File: src/pkg/adcc_pkg.sv
/*
 * Shared constants for the converter control/result block and its processor-side master.
 * Assumes byte-wide registers at fixed 8-bit addresses and a single 125 MHz clock.
 */
package adcc_pkg;

    // register offsets
    localparam logic [7:0] ADCC_CONVERTER_CONTROL_STATUS = 8'h34;
    localparam logic [7:0] ADCC_RESULT_UPPER_BYTE = 8'h35;
    localparam logic [7:0] ADCC_RESULT_LOWER_AND_CLOCK_SELECT = 8'h36;

    // control/status field positions
    localparam int ADCC_EOC_BIT = 7;
    localparam int ADCC_SPEED_BIT = 6;
    localparam int ADCC_ON_BIT = 5;
    localparam int ADCC_SEL_LSB = 0;
    localparam int ADCC_SEL_MSB = 2;
    // lower result register field positions
    localparam int ADCC_SLOW_BIT = 3;

    // writable masks, reserved bits dropped
    localparam logic [7:0] ADCC_CSR_WRITE_MASK = 8'h67;
    localparam logic [7:0] ADCC_DRL_WRITE_MASK = 8'h08;

    // values after reset
    localparam logic [7:0] ADCC_RESET_BYTE = 8'h00;
    localparam logic [9:0] ADCC_RESET_RESULT = 10'h000;

    // conversion timing in converter clock ticks
    localparam int ADCC_SAMPLE_TICKS = 4;
    localparam int ADCC_BIT_TICKS = 4;
    localparam int ADCC_RESULT_BITS = 10;

    // settle time after wakeup from halt
    localparam int ADCC_SETTLE_NS = 10000;
    localparam int ADCC_CLOCK_PERIOD_NS = 8;
    localparam int ADCC_SETTLE_CYCLES = (ADCC_SETTLE_NS + ADCC_CLOCK_PERIOD_NS - 1)
        / ADCC_CLOCK_PERIOD_NS;

    typedef enum logic [1:0] {
        ADCC_CMD_WRITE,
        ADCC_CMD_READ8,
        ADCC_CMD_READ10,
        ADCC_CMD_READ
    } adcc_cmd_t;

endpackage : adcc_pkg

File: src/pkg/adcc_bus_if.sv
/*
 * Register access carrier between processor-side master and converter block.
 * Assumes both ends share one clock; read data follows a read strobe by one cycle.
 */
`timescale 1ns/100ps
`default_nettype none

interface adcc_bus_if;
    logic [7:0] addr;
    logic wr;
    logic rd;
    logic [7:0] wdata;
    logic [7:0] rdata;

    modport dev (input addr, input wr, input rd, input wdata, output rdata);
    modport cpu (output addr, output wr, output rd, output wdata, input rdata);
endinterface : adcc_bus_if

`default_nettype wire

File: src/rtl/adcc_device.sv
/*
 * Converter control and result logic: registers, clock divider, successive approximation.
 * Assumes an external analog comparator (input >= trial code) and a processor-side master.
 */
//
// Overview of operation
// above upper reference gives full-scale code
// below lower reference gives zero code
// three-bit field routes inputs zero to six
// converter on starts continuous conversion
// each completion stores result, sets flag
// upper result read clears the flag
// ten bits: poll, read lower, upper
// eight bits: poll, then read upper
// converter off while on bit clear
// processor wait mode changes nothing
// halt disables; wait settle after wakeup
// slow/speed bits pick divide 2/1/4
// software writes zeros to reserved bits
// lower register reserved bits read zero
// upper register holds result bits 9:2
// lower register: result 1:0, slow bit
// reset clears all three registers
// analog use leaves digital read intact
// conversion length parameter; results overwrite
`timescale 1ns/100ps
`default_nettype none

module adcc_device import adcc_pkg::*; #(
    parameter int SAMPLE_TICKS = ADCC_SAMPLE_TICKS,
    parameter int BIT_TICKS = ADCC_BIT_TICKS
) (
    input wire logic i_clock,
    input wire logic i_rst,
    adcc_bus_if.dev bus,
    input wire logic i_comparator,
    input wire logic i_halt,
    output logic o_converter_power,
    output logic [2:0] o_input_select,
    output logic [9:0] o_dac_code,
    output logic o_sample
);

    typedef enum logic [1:0] {ADCC_OFF, ADCC_SAMPLING, ADCC_TRIAL} adcc_state_t;

    ////////////////////////////////////////////////////////////////////////////
    // registers and state

    logic eoc;
    logic speed;
    logic converter_on;
    logic [2:0] input_select;
    logic slow;
    logic [9:0] result;
    logic [9:0] dac;
    logic [3:0] bit_idx;
    logic [7:0] tick_cnt;
    logic [1:0] div_cnt;
    logic comp_meta;
    logic comp_sync;
    logic halt_meta;
    logic halt_sync;
    logic [7:0] rdata;
    adcc_state_t state;

    ////////////////////////////////////////////////////////////////////////////
    // decode

    wire active = converter_on && !halt_sync;
    wire wr_csr = bus.wr && (bus.addr == ADCC_CONVERTER_CONTROL_STATUS);
    wire wr_drl = bus.wr && (bus.addr == ADCC_RESULT_LOWER_AND_CLOCK_SELECT);
    wire rd_drh = bus.rd && (bus.addr == ADCC_RESULT_UPPER_BYTE);
    wire adc_tick = slow ? (div_cnt == 2'h3) : (speed ? 1'b1 : div_cnt[0]);
    wire sample_last = (tick_cnt == 8'(SAMPLE_TICKS - 1));
    wire bit_last = (tick_cnt == 8'(BIT_TICKS - 1));
    wire [9:0] bit_mask = 10'h001 << bit_idx;
    wire [9:0] decided = trial_keep(comp_sync, dac, bit_mask);
    wire done = active && adc_tick && (state == ADCC_TRIAL) && bit_last && (bit_idx == 4'h0);
    wire [7:0] csr_view = {eoc, speed, converter_on, 2'h0, input_select};
    wire [7:0] drh_view = result[9:2];
    wire [7:0] drl_view = {4'h0, slow, 1'b0, result[1:0]};
    wire [7:0] next_rdata = (bus.addr == ADCC_CONVERTER_CONTROL_STATUS) ? csr_view :
                            (bus.addr == ADCC_RESULT_UPPER_BYTE) ? drh_view :
                            (bus.addr == ADCC_RESULT_LOWER_AND_CLOCK_SELECT) ? drl_view :
                            ADCC_RESET_BYTE;

    function automatic logic [9:0] trial_keep(input logic keep, input logic [9:0] code,
                                              input logic [9:0] mask);
        trial_keep = keep ? code : (code & ~mask);
    endfunction : trial_keep

    ////////////////////////////////////////////////////////////////////////////
    // synchronisers for comparator and halt

    always_ff @(posedge i_clock or posedge i_rst) begin
        if (i_rst) begin
            comp_meta <= 1'b0;
            comp_sync <= 1'b0;
            halt_meta <= 1'b0;
            halt_sync <= 1'b0;
        end else begin
            comp_meta <= i_comparator;
            comp_sync <= comp_meta;
            halt_meta <= i_halt;
            halt_sync <= halt_meta;
        end
    end

    ////////////////////////////////////////////////////////////////////////////
    // software registers

    always_ff @(posedge i_clock or posedge i_rst) begin
        if (i_rst) begin
            speed <= 1'b0;
            converter_on <= 1'b0;
            input_select <= 3'h0;
            slow <= 1'b0;
        end else begin
            if (wr_csr) begin
                speed <= bus.wdata[ADCC_SPEED_BIT];
                converter_on <= bus.wdata[ADCC_ON_BIT];
                input_select <= bus.wdata[ADCC_SEL_MSB:ADCC_SEL_LSB];
            end
            if (wr_drl) begin
                slow <= bus.wdata[ADCC_SLOW_BIT];
            end
        end
    end

    // completion flag, set wins over read clear
    always_ff @(posedge i_clock or posedge i_rst) begin
        if (i_rst) begin
            eoc <= 1'b0;
        end else if (done) begin
            eoc <= 1'b1;
        end else if (rd_drh) begin
            eoc <= 1'b0;
        end
    end

    always_ff @(posedge i_clock or posedge i_rst) begin
        if (i_rst) begin
            rdata <= ADCC_RESET_BYTE;
        end else if (bus.rd) begin
            rdata <= next_rdata;
        end
    end

    ////////////////////////////////////////////////////////////////////////////
    // divider and successive approximation

    always_ff @(posedge i_clock or posedge i_rst) begin
        if (i_rst) begin
            div_cnt <= 2'h0;
        end else if (!active) begin
            div_cnt <= 2'h0;
        end else begin
            div_cnt <= div_cnt + 2'h1;
        end
    end

    always_ff @(posedge i_clock or posedge i_rst) begin
        if (i_rst) begin
            state <= ADCC_OFF;
            tick_cnt <= 8'h00;
            bit_idx <= 4'h0;
            dac <= ADCC_RESET_RESULT;
            result <= ADCC_RESET_RESULT;
        end else if (!active) begin
            state <= ADCC_OFF;
            tick_cnt <= 8'h00;
            dac <= ADCC_RESET_RESULT;
        end else if (adc_tick) begin
            unique case (state)
                ADCC_OFF: begin
                    state <= ADCC_SAMPLING;
                    tick_cnt <= 8'h00;
                end
                ADCC_SAMPLING: begin
                    if (sample_last) begin
                        state <= ADCC_TRIAL;
                        tick_cnt <= 8'h00;
                        bit_idx <= 4'(ADCC_RESULT_BITS - 1);
                        dac <= 10'h200;
                    end else begin
                        tick_cnt <= tick_cnt + 8'h01;
                    end
                end
                ADCC_TRIAL: begin
                    if (!bit_last) begin
                        tick_cnt <= tick_cnt + 8'h01;
                    end else if (bit_idx == 4'h0) begin
                        result <= decided;
                        state <= ADCC_SAMPLING;
                        tick_cnt <= 8'h00;
                    end else begin
                        dac <= decided | (bit_mask >> 1);
                        bit_idx <= bit_idx - 4'h1;
                        tick_cnt <= 8'h00;
                    end
                end
            endcase
        end
    end

    ////////////////////////////////////////////////////////////////////////////
    // outputs from flip-flops; port pins are only observed, never driven

    always_ff @(posedge i_clock or posedge i_rst) begin
        if (i_rst) begin
            o_converter_power <= 1'b0;
            o_input_select <= 3'h0;
            o_dac_code <= ADCC_RESET_RESULT;
            o_sample <= 1'b0;
        end else begin
            o_converter_power <= active;
            o_input_select <= input_select;
            o_dac_code <= dac;
            o_sample <= active && (state == ADCC_SAMPLING);
        end
    end

    assign bus.rdata = rdata;

endmodule : adcc_device

`default_nettype wire

File: src/flat_wrapper.sv
// flat-port wrapper written by rule: the top's interface ports become plain ports
module adcc_device_flat import adcc_pkg::*;
#(
    parameter int SAMPLE_TICKS = ADCC_SAMPLE_TICKS,
    parameter int BIT_TICKS = ADCC_BIT_TICKS
)
  (i_clock, i_rst, i_comparator, i_halt, o_converter_power, o_input_select, o_dac_code, o_sample, bus_addr, bus_wr, bus_rd, bus_wdata, bus_rdata);
  adcc_bus_if bus_i ();
  input wire logic i_clock;
  input wire logic i_rst;
  input wire logic i_comparator;
  input wire logic i_halt;
  output logic o_converter_power;
  output logic [2:0] o_input_select;
  output logic [9:0] o_dac_code;
  output logic o_sample;
  input wire logic [$bits(bus_i.addr)-1:0] bus_addr;
  input wire logic [$bits(bus_i.wr)-1:0] bus_wr;
  input wire logic [$bits(bus_i.rd)-1:0] bus_rd;
  input wire logic [$bits(bus_i.wdata)-1:0] bus_wdata;
  output wire logic [$bits(bus_i.rdata)-1:0] bus_rdata;
  assign bus_i.addr = bus_addr;
  assign bus_i.wr = bus_wr;
  assign bus_i.rd = bus_rd;
  assign bus_i.wdata = bus_wdata;
  assign bus_rdata = bus_i.rdata;
  adcc_device #(.SAMPLE_TICKS(SAMPLE_TICKS), .BIT_TICKS(BIT_TICKS)) u_core (.i_clock(i_clock), .i_rst(i_rst), .bus(bus_i), .i_comparator(i_comparator), .i_halt(i_halt), .o_converter_power(o_converter_power), .o_input_select(o_input_select), .o_dac_code(o_dac_code), .o_sample(o_sample));
endmodule
File: config.mk
export PLATFORM = sky130hd
export DESIGN_NAME = adcc_device_flat
export DESIGN_NICKNAME = d
export VERILOG_FILES = /design/src/pkg/adcc_pkg.sv /design/src/pkg/adcc_bus_if.sv /design/src/rtl/adcc_device.sv /design/src/flat_wrapper.sv
export SDC_FILE = /design/constraint.sdc
export NUM_CORES = 1
export LEC_CHECK = 0
export ABC_AREA = 1
export BUFFER_PORTS_ARGS = -buffer_cell sky130_fd_sc_hd__clkbuf_2
export CAP_MARGIN = 10
export CORE_MARGIN = 4
export CORE_UTILIZATION = 35
export DETAILED_ROUTE_END_ITERATION = 8
export GPL_TIMING_DRIVEN = 0
export PLACE_DENSITY = 0.62
export REMOVE_ABC_BUFFERS = 1
export SKIP_LAST_GASP = 1
export SLEW_MARGIN = 5
export SYNTH_ARGS = -nofsm -noshare
export SYNTH_HDL_FRONTEND = slang
export SYNTH_SLANG_ARGS = --single-unit
File: constraint.sdc
create_clock -name i_clock -period 4.3 [get_ports i_clock]
set_clock_uncertainty 0.05 [all_clocks]
set_input_delay 0.215 -clock i_clock [delete_from_list [all_inputs] [get_ports i_clock]]
set_output_delay 0.215 -clock i_clock [all_outputs]
set_load 0.02 [all_outputs]
; ---- After elaboration in Yosys (flattened, before gate mapping)
; Cells that the tools add are included.
[classes]
eq_ne = 16
mux = 29
shifts = 1
addsub = 3
n_reduce_logical = 19
bitwise_logic = 3
[op_table]
columns = op, n
row1 = 2-to-1 mux 10 bit, 6
row2 = 2-to-1 mux 8 bit, 5
row3 = "equality test 8 x 6 -> 1 bit, second input constant", 3
row4 = one-hot mux 10 bit (2 select lines), 1
row5 = 2-to-1 mux 4 bit, 4
row6 = one-hot mux 8 bit (2 select lines), 1
row7 = "inequality test 3 bit, second input constant", 5
row8 = 2-to-1 mux 2 bit, 6
row9 = AND 10 bit, 1
row10 = NOT 10 bit, 1
row11 = OR 10 x 9 -> 10 bit, 1
row12 = AND reduction 5 bit, 2
row13 = "left shift 1 x 4 -> 10 bit, first input constant", 1
row14 = logical AND 1 bit, 9
row15 = "adder 8 x 1 -> 8 bit, second input constant", 1
row16 = "equality test 8 x 2 -> 1 bit, second input constant", 1
row17 = one-hot mux 4 bit (2 select lines), 1
row18 = one-hot mux 2 bit (3 select lines), 1
row19 = AND reduction 6 bit, 1
row20 = "equality test 2 bit, second input constant", 2
row21 = zero test 4 bit, 1
row22 = 2-to-1 mux 1 bit, 4
row23 = "inequality test 2 x 1 -> 1 bit, second input constant", 2
row24 = "inequality test 2 bit, second input constant", 2
row25 = 8 further kinds, 9
[word_totals]
word_cells = 91
inputBits = 22
out_inout_bits = 23
register_bits = 70

; ---- Longest topological paths before layout
; Gate-level depths: netlist (run 1).
[logic_depth]
depth_word = 10
ltp_mapped = 11
depth_no_buf = 10

; ---- Worst setup path after synthesis (run 1)
; Ideal clock, no wire load.
[synth_timing]
path_kind = register to register
startpoint = reg u_core.state[0]
endpoint = reg u_core.state[0]
path_stages_with_launch = 11
setup_slack_ps = 2764
period_less_slack_ps = 1536
t_arrival_ps = 1370
path_cell_list = dfrtp_1 > inv_1 > ha_1 > buf_6 > nand3_1 > buf_2 > nor2_1 > nor2_1 > nand2_1 > nand2_1 > nand2_1
[synth_via]
elab_chain_len = 4
word_cells_on_any_way = 10
classes_between = eq/ne (5) / mux (3) / reduce/logical (2)
[synth_lines]
columns = element, line
row1 = "start, declared", adcc_device.sv:64  ; adcc_state_t state;
row2 = "start signal, assigned", adcc_device.sv:164  ; state <= ADCC_OFF;
row3 = "start signal, assigned", adcc_device.sv:170  ; state <= ADCC_OFF;
row4 = "start signal, assigned", adcc_device.sv:176  ; state <= ADCC_SAMPLING;
row5 = "equality test 2 bit, or another cell as far along", adcc_device.sv:174  ; unique case (state)
row6 = one-hot mux 2 bit (3 select lines), adcc_device.sv:174
row7 = 2-to-1 mux 2 bit, adcc_device.sv:173  ; end else if (adc_tick) begin
row8 = 2-to-1 mux 2 bit, adcc_device.sv:169  ; end else if (!active) begin
; Several ways; a longest one is shown, not always the timed one. The select of a mux whose other input is x is not followed.
; A chain may end at the register's enable or synchronous reset.

; ---- Worst setup path after layout (run 1)
[layout_timing]
startpoint = reg u_core.state[0]
endpoint = reg u_core.dac[2]
[layout_via]
elab_chain_len = 4
word_cells_on_any_way = 10
classes_between = eq/ne (6) / mux (3) / reduce/logical (1)
[layout_lines]
columns = element, line
row1 = equality test 2 bit or equality test 2 x 1 -> 1 bit (tied branches), adcc_device.sv:174
row2 = one-hot mux 10 bit (2 select lines), adcc_device.sv:174
row3 = 2-to-1 mux 10 bit, adcc_device.sv:173
row4 = 2-to-1 mux 10 bit, adcc_device.sv:169
row5 = "end signal, assigned", adcc_device.sv:197  ; dac <= decided | (bit_mask >> 1);
row6 = "end, declared", adcc_device.sv:55  ; logic [9:0] dac;
; Several ways; a longest one is shown, not always the timed one. The select of a mux whose other input is x is not followed.

==> results of run 1 <==
-- layout by cell type (no fill, tap or decap), types with 2 or more instances in the layout --
| cell type | instances |
|---|---|
| inv_1 | 34 |
| dfrtp_1 | 70 |
| nand4_1 | 2 |
| clkbuf_8 | 9 |
| nand2_1 | 135 |
| o21bai_1 | 2 |
| a21oi_1 | 10 |
| bufinv_16 | 2 |
| o21ai_2 | 6 |
| dlygate4sd3_1 | 3 |
| clkinv_2 | 2 |
| nor2_1 | 26 |
| o21ai_1 | 4 |
| o21ai_0 | 17 |
| o22ai_1 | 4 |
| nand2_2 | 4 |
| xor2_1 | 3 |
| inv_2 | 2 |
| clkbuf_2 | 42 |
| ha_1 | 9 |
| o211ai_1 | 3 |
| xnor2_1 | 2 |
| inv_4 | 2 |
| clkinvlp_4 | 2 |
| nor2_4 | 2 |
| nand3_1 | 29 |
-- layer usage --
metal | GRT usage (%) | vias up | part of all wire, %
met1 | 17.3 | 1234 | 48
met3 | 3.25 | 6 | 3.8
li1 | - | 1331 | -
met2 | 20.5 | 50 | 48
met4 | 5.37 | 0 | 1.2
met5 | 0 | - | 0
-- metrics by stage --
step	power [mW]	worst slack, ns	instance area [um2]	hold slack, ns
5_1_grt	1.36	1.92	3890	0.0350
6_report	1.31	2.13	3890	0.0448
3_3_place_gp	0.737	1.48	3630	0.277
4_1_cts	1.33	2.09	3890	0.0271
2_1_floorplan	0.715	2.27	3260	0.196
3_5_place_dp	0.739	2.15	3630	0.283
-- flip-flops by register name, indices dropped and copies added (netlist names), 2 cells and up --
register,cells
u_core.input_select,3
u_core.o_dac_code,10
u_core.result,10
u_core.div_cnt,2
u_core.bus.rdata,8
u_core.o_input_select,3
u_core.state,2
u_core.bit_idx,4
u_core.tick_cnt,8
u_core.dac,10
-- worst max-delay path, delay by kind of cell, from the launching register on --
family | cells | cell delay [ns]
AND/OR/NAND/NOR | 5 | 0.86
flip-flops | 1 | 0.40
adder cells (fa/ha/maj) | 1 | 0.38
AO/OA/AOI/OAI | 1 | 0.35
buffers and inverters | 1 | 0.07
-- worst max-delay path by stage --
stage	startpoint	end	slack (ns)	cells after the start
global placement	i_rst	u_core.o_dac_code[7]	1.48	2
global route	u_core.state[0]	u_core.dac[2]	1.92	8
floorplan	i_rst	u_core.bit_idx[0]	2.27	1
CTS	u_core.state[0]	u_core.dac[2]	2.09	8
detailed placement	u_core.state[0]	u_core.dac[2]	2.15	8
finish	u_core.state[0]	u_core.dac[2]	2.13	8
-- area by class of cell --
class	instances	share of cell area [%]
Sequential cell	70	45.1
Multi-Input combinational cell	268	35.0
Timing Repair Buffer	45	6.18
Tap cell	129	4.15
Inverter	39	3.93
Clock buffer	9	3.19
Clock inverter	7	2.51
-- Yosys cell counts, types with 2 or more instances --
master	count
nand4_1	2
nor2_1	26
buf_6	5
o211ai_1	3
dfrtp_1	70
xnor2_1	2
nand3_1	29
o21bai_1	2
nand2_1	135
clkbuf_1	2
o21ai_0	17
inv_1	35
o21ai_1	4
nand2_2	4
o21ai_2	6
xor2_1	3
inv_2	2
o22ai_1	4
nor2_4	2
ha_1	9
a21oi_1	10
-- power groups by stage --
stage               registers [mW]  logic, mW  clock network, mW
global route                 0.673     0.0637              0.629
CTS                          0.672     0.0564              0.604
floorplan                    0.685     0.0295                  0
finish                       0.672     0.0546              0.583
detailed placement           0.685     0.0541                  0
global placement             0.684     0.0527                  0
-- kinds of logic after synthesis --
| logic type | after synthesis | synth area share (%) |
|---|---|---|
| adders and majority gates | 9 | 3.37 |
| xor gates and xnor gates | 5 | 1.31 |
| and+or+nand+nor | 206 | 27.3 |
| DFF | 70 | 52.5 |
| buffers and inverters | 48 | 6.79 |
| AOI/OAI and AO/OA | 48 | 8.70 |
-- what timing repair did --
action	4_1_cts	5_1_grt
resized for setup	0	0
endpoints found under the hold margin	14	0
hold buffers	3	0
==> metrics, run 1 <==
Layout Cells excl Fill 567; sw frac 22.8%; Fin. Hold Viols 0; setup TNS 0 ns; FF-to-FF path depth 8; f_max 461 MHz; synthesized flop and latch total 70; total CTS buffers 9; Clk Latency, worst-skew pair 0.35 ns; area of the multi-input gates 1360 um2; post-CTS setup buffers 0; deepest clock path buffer count 2; WL final 6720 um; crit start category register; Post-Syn Area 3340 um2; Layout Utilization 42.1%; Hold Path End u_core.converter_on; top-area cell type share of the netlist area 52.5%; area leader, netlist dfrtp_1; Core ar. 9240 um2; DR pass1 iterations 4; Clk pwr share 44.5%; Comb power frac 4.2%; initial antenna violation count 0; # DRC 0; via count 2621; R2R Setup Slk 2.13 ns; Die ar. 11200 um2; Lkg Pwr 1.97 nW; port buffer count 42; # IOs 45; die width 106 um; Synth warnings 0; pin count of the biggest net entering global routing 71; Initial Utilization 36.1%; top post-synthesis cells by area dfrtp_1, nand2_1, nand3_1, inv_1, ha_1; Clock transition at path regs 0.08 ns; WS Path Type reg2reg; Worst Path Required 4.54 ns; internal power 1.01 mW; Worst IR Drop VDD 0.157 mV; fin crit period 2.17 ns; period utilisation layout 50.5%; CTS root buffer clkbuf_8; WL/cell 11.9 um; top_reg_cell synth dfrtp_1; first-pass GRT wire length 11900 um; ANT nets after route 0; HP Class in2reg; mean area per synthesized cell 8.64 um2; Worst R2R End u_core.dac[2]; layout overhead on the synthesized area 16.5%; vias per cell 4.62; Slew headroom 44.6%; initial DRC count 182; critical path's most frequent cell nand2_1; RSZ-0062 raised after global routing false; Total GRT Usage 13.1%; net switching power 298 uW; count of cell types in the netlist 35; status complete, no violations; Worst Hold Launch bus_wdata[5]; H-Tree Level Count 3; Placed Cells 548; EDFF count, synth 0; CTS Sinks 70; Power Density 337 nW/um2; crit end category register; Worst Max-Slew Pin Slew 0.831 ns; vias in the first global route 2572; Max Cap Viol 0; setup violators final 0; sequential cell area 1750 um2; nets@finish 464; Synth async-reset ratio 100%; worst r2r src u_core.state[0]; filler cell count 926; Slowest Stage Delay on Critical Path 0.44 ns; CTS tree yes; crit-path cells inv_1, ha_1, nand3_1, o21ai_0, nor2_2, nand2_2, nand2_1, nand2_1; Flop pwr share 51.3%; fin. max-slew vios 0; HPWL after DPL 4920 um; share of cells above drive strength 1 18.7%; final global-route overflow total 0; gp weighted congestion 0.803; post-synthesis sequential area ratio 52.5%; row cnt 35; crit-path max FO 12; Cells after Synth 386; crit path DAT 2.41 ns; slowest CP cell nand3_1; die height 106 um; hold depth 3; n_diodes 0
Note: power is estimated with default switching activity, not from simulation.
==> run 2, diff against run 1 <==
--- a/config.mk
+++ b/config.mk
@@ -12,7 +12,7 @@
 export CORE_UTILIZATION = 35
 export DETAILED_ROUTE_END_ITERATION = 8
 export GPL_TIMING_DRIVEN = 0
-export PLACE_DENSITY = 0.62
+export PLACE_DENSITY = 0.64
 export REMOVE_ABC_BUFFERS = 1
 export SKIP_LAST_GASP = 1
 export SLEW_MARGIN = 5
==> constraint.sdc (replaced) <==
create_clock -name i_clock -period 1.7 [get_ports i_clock]
set_clock_uncertainty 0.05 [all_clocks]
set_input_delay 0.085 -clock i_clock [delete_from_list [all_inputs] [get_ports i_clock]]
set_output_delay 0.085 -clock i_clock [all_outputs]
set_load 0.02 [all_outputs]
==> run 2 against run 1 <==
Against the previous run:
- via count increased by 2.9%
- sequential share of layout area down 2.8 points
- final area is 6.8% higher
- clock power grew to 2.6 times the previous value
- critical path depth rose by 1
- fmax is 34% higher
- hold slack worse by 0.039 ns
- highest routed layer unchanged
==> metrics, run 2 (synthesis gave the netlist of run 1 again) <==
initial DRC count 234 (was 182); Clk Latency, worst-skew pair 0.35 ns (about the same); pin count of the biggest net entering global routing 71 (unchanged); n_diodes 0 (unchanged); biggest regs u_core.dac: 10 flops, u_core.o_dac_code: 10 flops, u_core.result: 10 flops (unchanged); Crit. path cell count 9 (was 8); CTS Sinks 70 (unchanged); Layout Utilization 44.9% (was 42.1%); Buf+Inv Stages, Crit Path 2 (was 1); share of cells above drive strength 1 22.1% (was 18.7%); vias per cell 4.60 (was 4.62); Worst Max-Slew Pin Slew 0.846 ns (was 0.831 ns); Crit path max-delay family simple AND/OR/NAND/NOR gates (unchanged); slowest CP cell dfrtp_2 (was nand3_1); fin crit period 1.61 ns (was 2.17 ns); final global-route overflow total 0 (unchanged); Fin. Hold Viols 0 (unchanged); first-pass GRT wire length 12700 um (was 11900 um); Lkg Pwr 2.06 nW (was 1.97 nW); Worst IR Drop VDD 0.332 mV (was 0.157 mV); crit path DAT 1.81 ns (was 2.41 ns); Slowest Stage Delay on Critical Path 0.45 ns (was 0.44 ns); PnR worst setup slack 0.0861 ns (was 2.13 ns); die width 106 um (unchanged); Hold Path End u_core.converter_on (unchanged); nets@finish 483 (was 464); # IOs 45 (unchanged); RSZ-0062 raised after global routing true (was false); total CTS buffers 9 (unchanged); period utilisation layout 94.9% (was 50.5%); hold depth 3 (unchanged); initial antenna violation count 0 (unchanged); Core ar. 9240 um2 (unchanged); HPWL after DPL 4920 um (about the same); crit end category register (unchanged); crit-path cells inv_2, ha_4, nand2_1, inv_2, nor2_1, nor2_2, nand2_1, nand2_1, nand2_1 (was inv_1, ha_1, nand3_1, o21ai_0, nor2_2, nand2_2, nand2_1, nand2_1); Clock transition at path regs 0.08 ns (about the same); pre-CTS WS -0.374 ns (was 2.15 ns); H-Tree Level Count 3 (unchanged); WL final 7270 um (was 6720 um); crit-path max FO 5 (was 12); CTS root buffer clkbuf_8 (unchanged); Worst Hold Launch bus_wr (was bus_wdata[5]); leading cell type in the layout, fill and taps excluded nand2_1 (unchanged); vias in the first global route 2683 (was 2572); status complete, no violations (unchanged); deepest clock path buffer count 2 (unchanged); Worst Path Required 1.89 ns (was 4.54 ns); crit path from u_core.bit_idx[0] (was u_core.state[0]); WL/cell 12.4 um (was 11.9 um); critical path's most frequent cell nand2_1 (unchanged); via count 2698 (was 2621); CTS tree yes (unchanged); WS Path Type reg2reg (unchanged); Worst R2R End u_core.state[1] (was u_core.dac[2]); R2R Setup Slk 0.09 ns (was 2.13 ns); row cnt 35 (unchanged); Slew headroom 43.6% (was 44.6%); ANT nets after route 0 (unchanged); die height 106 um (unchanged); layout overhead on the synthesized area 24.3% (was 16.5%); setup violators final 0 (unchanged); Total GRT Usage 13.9% (was 13.1%); # DRC 0 (unchanged); fin. max-slew vios 0 (unchanged); f_max 620 MHz (was 461 MHz); Initial Utilization 36.1% (unchanged); Power Density 820 nW/um2 (was 337 nW/um2); gp weighted congestion 0.845 (was 0.803); Max Cap Viol 0 (unchanged); crit start category register (unchanged); Die ar. 11200 um2 (unchanged); port buffer count 42 (unchanged); worst r2r src u_core.bit_idx[0] (was u_core.state[0]); FF-to-FF path depth 9 (was 8); HP Class in2reg (unchanged); commonest non-fill, non-tap cells in the layout nand2_1, dfrtp_1, clkbuf_2, inv_1, nand3_1 (unchanged); DR pass1 iterations 4 (unchanged)
## run 2: cell count changes in the layout (fill, tap and decap cells not counted), moves of 5 or more
cell,delta
o21ai_0,-5
buf_4,+7
o21ai_1,+5
dlygate4sd3_1,+10
## run 2: how the worst max path moves through the flow
stage                           endpoint  slack [ns]
CTS                        u_core.dac[0]       0.007
global placement    u_core.o_dac_code[7]       -0.96
finish                   u_core.state[1]        0.09
global route               u_core.dac[5]       -0.02
floorplan              u_core.bit_idx[0]       -0.20
detailed placement         u_core.dac[3]       -0.37
## run 2: per-stage QoR
step	area [um2]	TNS [ns]	total power [mW]	cells	hold WS, ns
4_1_cts	4050	0	3.44	578	0.00269
3_5_place_dp	3630	-5.00	1.87	548	0.151
2_1_floorplan	3260	-14.24	1.81	377	0.0664
3_3_place_gp	3630	-71.97	1.86	548	0.147
5_1_grt	4150	-0.0407	3.54	586	0.0370
6_report	4150	0	3.40	586	0.00577
## run 2: worst min-delay path, cell delays in order
cell and delay, ns:
clkbuf_2 0.14, nand3_1 0.10, nand2_1 0.05
## run 2: layer usage
layer	track usage [%]	part of all wire [%]	up-vias
met1	18.6	46	1245
met2	21.7	47	66
met4	4.90	2.2	0
li1	-	-	1372
met3	3.55	4.7	15
met5	0	0	-
## run 2: cell type report
class | instances | area, um2
fillers | 895 | 5090
flip-flops and latches | 70 | 1750
multi-input cells | 270 | 1460
repair buffers | 62 | 393
well taps | 129 | 161
inverters | 39 | 153
clock buffers | 11 | 151
clock inverters | 5 | 81.3
## run 2: what timing repair did
action / 4_1_cts / 5_1_grt
gates cloned: 1 / 1
pin swaps: 1 / 2
buffers inserted: 0 / 7
setup endpoints to repair: 22 / 25
gates resized for setup: 10 / 13
endpoints found under the hold margin: 79 / 0
hold buffers: 13 / 0
## run 2: where the power goes
group	total (mW)	switching, mW	internal (mW)
Clock	1.54	0.638	0.906
Sequential	1.70	0.0144	1.69
Combinational	0.157	0.104	0.0538
Total	3.40	0.756	2.64
